**config.mk**
```make
export PLATFORM = sky130hd
export DESIGN_NAME = pcl_loader
export DESIGN_NICKNAME = d
export VERILOG_FILES = /design/src/core/pcl_pkg.sv /design/src/core/pcl_loader.sv
export VERILOG_INCLUDE_DIRS = /design/src /design/src/core
export SDC_FILE = /design/constraint.sdc
export NUM_CORES = 1
export LEC_CHECK = 0
export BUFFER_PORTS_ARGS = -buffer_cell sky130_fd_sc_hd__buf_2
export CAP_MARGIN = 20
export CORE_MARGIN = 2
export CORE_UTILIZATION = 63
export DETAILED_ROUTE_END_ITERATION = 8
export GPL_TIMING_DRIVEN = 0
export PLACE_DENSITY = 0.84
export SKIP_CTS_REPAIR_TIMING = 1
export SLEW_MARGIN = 20
export SYNTH_ARGS = -nofsm -noshare
export SYNTH_HDL_FRONTEND = slang
export SYNTH_SLANG_ARGS = --single-unit
```
**constraint.sdc**
```tcl
create_clock -name sys_clk -period 6.3 [get_ports sys_clk]
set_input_delay 1.26 -clock sys_clk [delete_from_list [all_inputs] [get_ports sys_clk]]
set_output_delay 1.26 -clock sys_clk [all_outputs]
set_load 0.005 [all_outputs]
```
**src/core/pcl_regs.svh**
```systemverilog
// Purpose: offsets, field positions, reset values and timing counts of the
//          port configuration loader
// Assumes: control block decoded on host address lines 9..4
// Notes:   definitions only
`ifndef PCL_REGS_SVH
`define PCL_REGS_SVH

// control block offsets
`define PCL_OFF_IRQ_ENABLE    4'h0
`define PCL_OFF_EE_LOCATION   4'h1
`define PCL_OFF_EE_DATA       4'h2
`define PCL_OFF_RELOAD        4'h3

// host address fields
`define PCL_BASE_MSB          9
`define PCL_BASE_LSB          4
`define PCL_CHAN_MSB          9
`define PCL_CHAN_LSB          3

// stored image layout
`define PCL_EE_ADDR_FIRST     4'h1
`define PCL_EE_IRQ_FIRST      4'h9
`define PCL_EE_IRQ_SHARED     4'hd
`define PCL_IRQ_INDIVIDUAL    4

// reset values
`define PCL_RST_BYTE          8'h00
`define PCL_RST_LOCATION      4'h0
// disable bit set: channels stay silent until the jumpers are synchronised
`define PCL_RST_JUMPERS       7'h40

// timing
`define PCL_CLK_KHZ           25000
`define PCL_EE_WRITE_MS       2

`endif

```
**src/core/pcl_pkg.sv**
```systemverilog
// Purpose: types of the port configuration loader
// Assumes: nothing beyond the register header
// Notes:   host bus sample travels as one packed struct
package pcl_pkg;

	// one sample of the host i/o bus, strobes made active high
	typedef struct packed {
		logic [9:0] addr;
		logic       aen;
		logic       iow;
		logic       ior;
		logic [7:0] data;
	} pcl_bus_t;

	typedef enum logic [1:0] {
		PCL_IDLE = 2'b01,
		PCL_BUSY = 2'b10
	} pcl_state_t;

endpackage : pcl_pkg

```
**src/core/pcl_loader.sv**
```systemverilog
// Purpose: control block that programs serial channel addresses and
//          interrupt numbers from a byte image held on the board
// Assumes: host bus pins are asynchronous and are synchronised here
// Notes:   image storage is flip-flops and keeps its content over srst
`include "pcl_regs.svh"

module pcl_loader
	import pcl_pkg::*;
#(
	parameter int NUM_CHANNELS = 8,
	parameter int WRITE_CYCLES = `PCL_EE_WRITE_MS * `PCL_CLK_KHZ
)(
	input  wire logic                    sys_clk,
	input  wire logic                    srst,
	input  wire logic [9:0]              host_addr,
	input  wire logic                    host_aen,
	input  wire logic                    host_iow_n,
	input  wire logic                    host_ior_n,
	input  wire logic [7:0]              host_data_in,
	output logic      [7:0]              host_data_out,
	output logic                         host_data_oe,
	input  wire logic [5:0]              base_jumper_installed,
	input  wire logic                    port_disable_jumper,
	output logic      [NUM_CHANNELS-1:0] chan_select,
	output logic      [NUM_CHANNELS-1:0][7:0] chan_irq_number,
	output logic                         irq_enable,
	output logic                         image_busy
);

	if (NUM_CHANNELS != 2 && NUM_CHANNELS != 4 && NUM_CHANNELS != 8)
	begin : g_bad_channels
		$error("pcl_loader: NUM_CHANNELS must be 2, 4 or 8");
	end
	if (WRITE_CYCLES < 1)
	begin : g_bad_write_time
		$error("pcl_loader: WRITE_CYCLES must be at least 1");
	end

	localparam int CW = $clog2(WRITE_CYCLES + 1);

	////////////////////////////////////////////////////////////////////////
	// pin synchronisers: every pin passes two flip-flops first

	pcl_bus_t   pin_bus;
	pcl_bus_t   sync1_reg,  sync2_reg;
	logic [6:0] jmp1_reg,   jmp2_reg;
	logic       iow_prev_reg, ior_prev_reg;

	always_comb
	begin
		pin_bus.addr = host_addr;
		pin_bus.aen  = host_aen;
		pin_bus.iow  = ~host_iow_n;
		pin_bus.ior  = ~host_ior_n;
		pin_bus.data = host_data_in;
	end

	always_ff @(posedge sys_clk)
	begin
		if (srst)
		begin
			sync1_reg    <= '0;
			sync2_reg    <= '0;
			jmp1_reg     <= `PCL_RST_JUMPERS;
			jmp2_reg     <= `PCL_RST_JUMPERS;
			iow_prev_reg <= 1'b0;
			ior_prev_reg <= 1'b0;
		end
		else
		begin
			sync1_reg    <= pin_bus;
			sync2_reg    <= sync1_reg;
			jmp1_reg     <= {port_disable_jumper, base_jumper_installed};
			jmp2_reg     <= jmp1_reg;
			iow_prev_reg <= sync2_reg.iow;
			ior_prev_reg <= sync2_reg.ior;
		end
	end

	////////////////////////////////////////////////////////////////////////
	// address decode

	logic [5:0] base_value;
	logic       base_hit;
	logic [3:0] offset;
	logic       wr_pulse;
	logic       rd_active;
	logic       ports_off;

	logic [7:0][6:0] chan_addr_reg,  chan_addr_next;
	logic [4:0][7:0] irq_num_reg,    irq_num_next;

	// channel hit on host lines nine to three
	function automatic logic chan_hit(input logic [6:0] stored,
		input logic [9:0] addr, input logic aen);
		chan_hit = !aen && addr[`PCL_CHAN_MSB:`PCL_CHAN_LSB] == stored;
	endfunction : chan_hit

	always_comb
	begin
		base_value = ~jmp2_reg[5:0];
		base_hit   = !sync2_reg.aen &&
			sync2_reg.addr[`PCL_BASE_MSB:`PCL_BASE_LSB] == base_value;
		offset     = sync2_reg.addr[3:0];
		wr_pulse   = sync2_reg.iow && !iow_prev_reg;
		rd_active  = sync2_reg.ior;
		ports_off  = jmp2_reg[6];
	end

	logic [NUM_CHANNELS-1:0] hit_now;
	logic                    uart_write;

	always_comb
	begin
		for (int i = 0; i < NUM_CHANNELS; i++)
			hit_now[i] = !ports_off && !base_hit &&
				chan_hit(chan_addr_reg[i], sync2_reg.addr,
				sync2_reg.aen);
		uart_write = wr_pulse && |hit_now;
	end

	////////////////////////////////////////////////////////////////////////
	// control state, image storage and channel registers

	pcl_state_t      state_reg,     state_next;
	logic [CW-1:0]   count_reg,     count_next;
	logic [3:0]      location_reg,  location_next;
	logic [7:0]      wdata_reg,     wdata_next;
	logic            load_reg,      load_next;
	logic            irqen_reg,     irqen_next;
	logic [15:0][7:0] image_reg,    image_next;
	logic [7:0]      rdata_reg,     rdata_next;
	logic [NUM_CHANNELS-1:0] sel_reg, sel_next;
	logic            idle_wr;

	always_comb
	begin
		state_next     = state_reg;
		count_next     = count_reg;
		location_next  = location_reg;
		wdata_next     = wdata_reg;
		load_next      = 1'b0;
		irqen_next     = irqen_reg;
		image_next     = image_reg;
		chan_addr_next = chan_addr_reg;
		irq_num_next   = irq_num_reg;
		rdata_next     = image_reg[location_reg];
		sel_next       = hit_now;
		// control block writes during an image write are ignored
		idle_wr        = wr_pulse && base_hit && state_reg == PCL_IDLE;

		if (uart_write)
			irqen_next = 1'b1;
		if (idle_wr)
		begin
			unique case (offset)
				`PCL_OFF_IRQ_ENABLE:  irqen_next = 1'b1;
				`PCL_OFF_EE_LOCATION: location_next = sync2_reg.data[3:0];
				`PCL_OFF_EE_DATA:
				begin
					wdata_next = sync2_reg.data;
					state_next = PCL_BUSY;
					count_next = CW'(WRITE_CYCLES - 1);
				end
				`PCL_OFF_RELOAD:      load_next = 1'b1;
				default:              ;
			endcase
		end

		unique case (state_reg)
			PCL_IDLE: ;
			PCL_BUSY:
			begin
				// byte commits at the end of the write time
				if (count_reg == '0)
				begin
					image_next[location_reg] = wdata_reg;
					state_next = PCL_IDLE;
				end
				else
					count_next = count_reg - 1'b1;
			end
		endcase

		if (load_reg)
		begin
			for (int i = 0; i < NUM_CHANNELS; i++)
			begin
				chan_addr_next[i] =
					image_reg[`PCL_EE_ADDR_FIRST + 4'(i)][6:0];
				irq_num_next[i < `PCL_IRQ_INDIVIDUAL ? i :
					`PCL_IRQ_INDIVIDUAL] = i < `PCL_IRQ_INDIVIDUAL ?
					image_reg[`PCL_EE_IRQ_FIRST + 4'(i)] :
					image_reg[`PCL_EE_IRQ_SHARED];
			end
		end
	end

	always_ff @(posedge sys_clk)
	begin
		if (srst)
		begin
			state_reg     <= PCL_IDLE;
			count_reg     <= '0;
			location_reg  <= `PCL_RST_LOCATION;
			wdata_reg     <= `PCL_RST_BYTE;
			load_reg      <= 1'b1;
			irqen_reg     <= 1'b0;
			chan_addr_reg <= '0;
			irq_num_reg   <= '0;
			rdata_reg     <= `PCL_RST_BYTE;
			sel_reg       <= '0;
		end
		else
		begin
			state_reg     <= state_next;
			count_reg     <= count_next;
			location_reg  <= location_next;
			wdata_reg     <= wdata_next;
			load_reg      <= load_next;
			irqen_reg     <= irqen_next;
			chan_addr_reg <= chan_addr_next;
			irq_num_reg   <= irq_num_next;
			rdata_reg     <= rdata_next;
			sel_reg       <= sel_next;
		end
	end

	// image is nonvolatile content, so srst leaves it alone
	always_ff @(posedge sys_clk)
	begin
		image_reg <= image_next;
	end

	////////////////////////////////////////////////////////////////////////
	// outputs

	always_comb
	begin
		host_data_out = rdata_reg;
		// only the data port is driven on reads
		host_data_oe  = rd_active && base_hit &&
			offset == `PCL_OFF_EE_DATA;
		chan_select   = sel_reg;
		for (int i = 0; i < NUM_CHANNELS; i++)
			chan_irq_number[i] = irq_num_reg[i < `PCL_IRQ_INDIVIDUAL ? i :
				`PCL_IRQ_INDIVIDUAL];
		irq_enable    = irqen_reg;
		image_busy    = state_reg == PCL_BUSY;
	end

endmodule : pcl_loader

```
Word-level counts from Yosys, hierarchy flattened

Cells that the tools add are included.
Widths: inputs -> output; s select.

Multiplexer cells: 18
$mul: 0
Reductions and logical operators: 35
Bitwise logic cells: 3
Shift-type cells: 0
$lt $le $gt $ge: 2
Divide/modulo/power cells: 0
Add/subtract/negate cells: 1
Eq/ne operators: 14

Operators with widths:

| operator              | count |
|---|---|
| $bwmux 128            | 1 |
| $mux 16               | 4 |
| $eq 7x7->1            | 8 |
| $bmux 8 s4            | 1 |
| $demux 8 s4           | 1 |
| $logic_and 1x1->1     | 25 |
| $logic_not 16->1      | 1 |
| $mux 8                | 2 |
| $sub 16x1->16 const B | 1 |
| $eq 4x2->1 const B    | 2 |
| $mux 2                | 4 |
| $reduce_or 8->1       | 1 |
| $eq 6x6->1            | 1 |
| $not 6->6             | 1 |
| $reduce_and 2->1      | 3 |
| $lt 4x5->1 const B    | 1 |
| $mux 1                | 5 |
| $eq 4x1->1 const B    | 1 |
| $ge 4x1->1 const B    | 1 |
| $logic_not 1->1       | 4 |
| $logic_not 4->1       | 1 |
| $eq 2x1->1 const B    | 1 |
| $eq 2x2->1 const B    | 1 |
| $not 1->1             | 2 |

Memories kept: 0
ROM bits: 0
Bits in latches: 0
Register bits: 329
Bits in writable memories: 0

Longest topological paths before layout

Depth in word-level cells: 11
Gate-level depth with buffers: 9
Depth with buffers taken out: 8

Least setup slack after synthesis

No wires, ideal clock.

Path kind: register to register
Start: register count_reg[8]
End: register image_reg[0] (netlist name), enable pin
Path buffers: 0
Path slack: 3.507 ns
Stages on the path, launching flop included: 6
Clock period less this slack: 2.793 ns
Arrival time: 2.410 ns
Required time: 5.917 ns
Cells stage by stage: dfxtp_1 or4_1 nor4b_2 nand2_1 or4_1 nor3_1

Cells in the longest elaborated chain, start to end: 2

RTL lines:

| element                           | line              | source |
|---|---|---|
| start, declared                   | pcl_loader.sv:126 | `logic [CW-1:0] count_reg, count_next;` |
| start signal, assigned            | pcl_loader.sv:217 | `count_reg <= count_next;` |
| $logic_not 16->1                  | pcl_loader.sv:175 | `if (count_reg == '0)` |
| $reduce_and 2->1 (no source line) | n/a               |  |
| end signal, assigned              | pcl_loader.sv:232 | `image_reg <= image_next;` |
| end, declared                     | pcl_loader.sv:131 | `logic [15:0][7:0] image_reg, image_next;` |

No other way between the ends.
A chain may end at the register's enable or synchronous reset.

Worst setup path in the final report

Start: register sync2_reg[17] (netlist name)
End: output port host_data_oe

Cells in the longest elaborated chain, start to end: 4

RTL lines:

| element                            | line              | source |
|---|---|---|
| start, declared                    | pcl_loader.sv:45  | `pcl_bus_t sync1_reg, sync2_reg;` |
| start signal, assigned             | pcl_loader.sv:72  | `sync2_reg <= sync1_reg;` |
| $eq 6x6->1                         | pcl_loader.sv:103 | `` sync2_reg.addr[`PCL_BASE_MSB:`PCL_BASE_LSB] == base_value; `` |
| $logic_and 1x1->1                  | pcl_loader.sv:102 | `base_hit = !sync2_reg.aen &&` |
| $logic_and 1x1->1                  | pcl_loader.sv:242 | `host_data_oe = rd_active && base_hit &&` |
| $logic_and 1x1->1 (no source line) | n/a               |  |
| end, declared                      | pcl_loader.sv:21  | `output logic host_data_oe,` |

No other way between the ends.

==> impl_results.md <==
* Number of distinct standard cells referenced by the synthesized netlist at 49
* Critical path fanouts, max at 9
* Cell at the root of the clock tree: sky130_fd_sc_hd__clkbuf_16
* Global-route wire length before repair at 44480 um
* Clock insertion delay at the later pin of the skew report at 0.56 ns
* Average wire per standard cell at 20.85 um
* Die height at 145.0 um
* Count of state elements after synthesis at 329
* Fillcell total at 1167
* Final worst path period share at 56.83%
* Count of input and output buffers at 112
* Die Span X at 145.0 um
* IR Drop Worst-Case VDD at 0.0002283 V
* Aggregate negative setup slack at 0 ns
* Avg Synthesized Cell Area at 13.22 sq um
* Slowest stage cell, crit path: sky130_fd_sc_hd__or4_4
* Syn nets at 979
* Hold violation count in the final report at 0
* Count of yosys warnings during synthesis at 0
* Highest attainable clock frequency at 279.3 MHz
* Num Clock Sinks at 329
* Startpoint class of the critical path: flip-flop
* Total grt overflow at 0
* Initial standard-cell utilization of the core at 64.37%
* Critical path endpoint category: output port
* Worst Max-Slew Pin Slew at 0.9693 ns
* Post-layout total power at 4.310 mW
* Number of buffers on the longest clock path at 3
* Required time of the critical path at 5.04 ns
* Signed area change from the synthesized netlist to the final layout at 15.46%
* GP Congestion at 0.8781
* Worst Path Arrival at 2.32 ns
* Inserted Clock Buffers at 31
* P per Cell Area at 298.0 mW/mm^2
* Most frequent cells in the layout: sky130_fd_sc_hd__dfxtp_1, sky130_fd_sc_hd__nor2_1, sky130_fd_sc_hd__edfxtp_1
* Max FFs per register at 128
* DRC Markers at 0
* Fraction of the yosys area taken by sequential cells at 62.80%
* Unrepaired setup endpoints after global routing: false
* Total leakage power at 5.787 nW
* Share of final-layout standard cells stronger than drive strength 1 at 22.29%
* Total die area at 0.02103 sq mm
* MaxCap Viol Count at 0
* Slew Viols, Final at 0
* Cell types occupying the most area after synthesis: sky130_fd_sc_hd__dfxtp_1, sky130_fd_sc_hd__edfxtp_1, sky130_fd_sc_hd__mux2i_1
* Critical path start-end classification: flip-flop to output port
* Post-detailed-route via-to-cell ratio at 5.754
* Type of the most critical hold path: flip-flop to flip-flop
* Core ar. at 0.01946 sq mm
* Post-synth design cell area at 0.01253 sq mm
* Layout net count at 1124
* Clock input transition at the sequential cells of the worst setup and hold paths at 0.06 ns
* TritonCTS clock tree: yes
* Iteration count of the initial detailed-routing pass at 5
* Worst slew slack as a fraction of its limit at 35.38%
* Site row count at 51
* Number of instances in the synthesized netlist at 948
* All-layer global routing usage at 27.37%
* FFs w/ async S/R, synth at 0%
* EDFF count, synth at 128
* Maximum number of pins on one net before global-route repair at 18
* Setup Skew at 0.01091 ns
* DPL Wire Length at 19470 um
* Number of H-tree levels at 1
* Outcome: completed
* Antenna violations before repair at 0
* Antenna Nets Post-Route at 0
* Most frequent standard cell in the layout excluding fill and tap cells: sky130_fd_sc_hd__dfxtp_1
* Count of inserted antenna diode cells at 0
* Crit-path most repeated cell: sky130_fd_sc_hd__buf_2
* Number of endpoints failing setup at the final stage at 0
* Drt initial violations at 852
* Main synth FF type: sky130_fd_sc_hd__dfxtp_1
* Cell type with the highest aggregate area in the netlist: sky130_fd_sc_hd__dfxtp_1
* Routed via count at 7952
* Fin crit period at 3.581 ns
* Area share of the largest cell type after synthesis at 32.12%
* Vias in the first global route at 7876
* Total I/O pin count at 113
* Ordered list of cells on the worst path: buf_2 > xnor2_1 > or4_4 > nor2_1 > and4_1 > buf_2
* Delay of the slowest cell on the worst path at 0.48 ns
* Detailed Route WL at 28820 um
[routing by layer]
metal	global-route usage [%]	part of all wire, %	vias up
met4	10.64	3.5	0
li1	-	-	3613
met2	44.98	48	401
met3	6.572	9.1	82
met1	35.42	40	3856
met5	0	0	-
[logic make-up (layout without fill, tap and decap cells)]
group	after synthesis	after routing	share of synthesized area [%]
flip-flops	329	329	62.80
adder cells (fa/ha/maj)	1	1	0.09985
XOR/XNOR	64	64	4.474
AO/OA/AOI/OAI	34	34	1.838
buffers and inverters	83	252	3.366
multiplexers	148	148	15.82
AND/OR/NAND/NOR	289	289	11.60
[layout make-up]
cell class | instances | area [sq um] | share of cell area, %
plain buffers | 78 | 402.9 | 2.785
clock buffers | 42 | 867.1 | 5.994
clock inverters | 15 | 157.7 | 1.090
inverters | 5 | 18.77 | 0.1297
multi-input cells | 536 | 4259 | 29.44
flip-flops and latches | 329 | 7868 | 54.39
well taps | 265 | 331.6 | 2.292
repair buffers | 112 | 560.5 | 3.875
[power breakdown]
group,internal (mW),total [mW],switching (mW)
Clock,1.08,1.86,0.771
Sequential,2.24,2.26,0.0239
Combinational,0.0883,0.193,0.105
[metrics by stage]
stage / hold WS (ns) / utilization, % / std cells / instance area, sq um / setup slack, ns
floorplan: 0.3895 / - / 948 / 12530 / 3.507
global placement: 0.3927 / 68.96 / 1325 / 13420 / 2.995
detailed placement: 0.3945 / 69.03 / 1325 / 13440 / 3.055
CTS: 0.4213 / 74.30 / 1382 / 14460 / 2.678
global route: 0.4275 / 74.32 / 1382 / 14470 / 2.615
finish: 0.4149 / 74.32 / 1382 / 14470 / 2.719
[worst max-delay path: cells and delay by family (launching register included)]
kind,cells,cell delay (ns)
and+or+nand+nor,3,0.91
buffers and inverters,2,0.44
DFF,1,0.30
xor gates and xnor gates,1,0.11
[synth_stat cells (all sizes together), types with 5 or more instances]
cell / instances
dfxtp: 201
nor2: 145
edfxtp: 128
mux2i: 108
nor2b: 62
buf: 45
mux4: 40
xor2: 37
clkbuf: 33
xnor2: 27
a21oi: 14
nand2: 13
nor3: 13
nor4: 13
nand4: 10
nand3: 5
or2: 5
or4: 5
[path summary, 6_finish.rpt]
path | slack [ns] | cells past startpoint | end | from
worst max register to register | 3.19 | 8 | image_reg[45] | count_reg[0]
worst min register to register | 0.41 | 1 | jmp2_reg[6] | jmp1_reg[6]
worst min-delay path | 0.41 | 1 | jmp2_reg[6] | jmp1_reg[6]
worst max-delay path | 2.72 | 6 | host_data_oe | sync2_reg[17]
(Power assumes the default switching activity.)
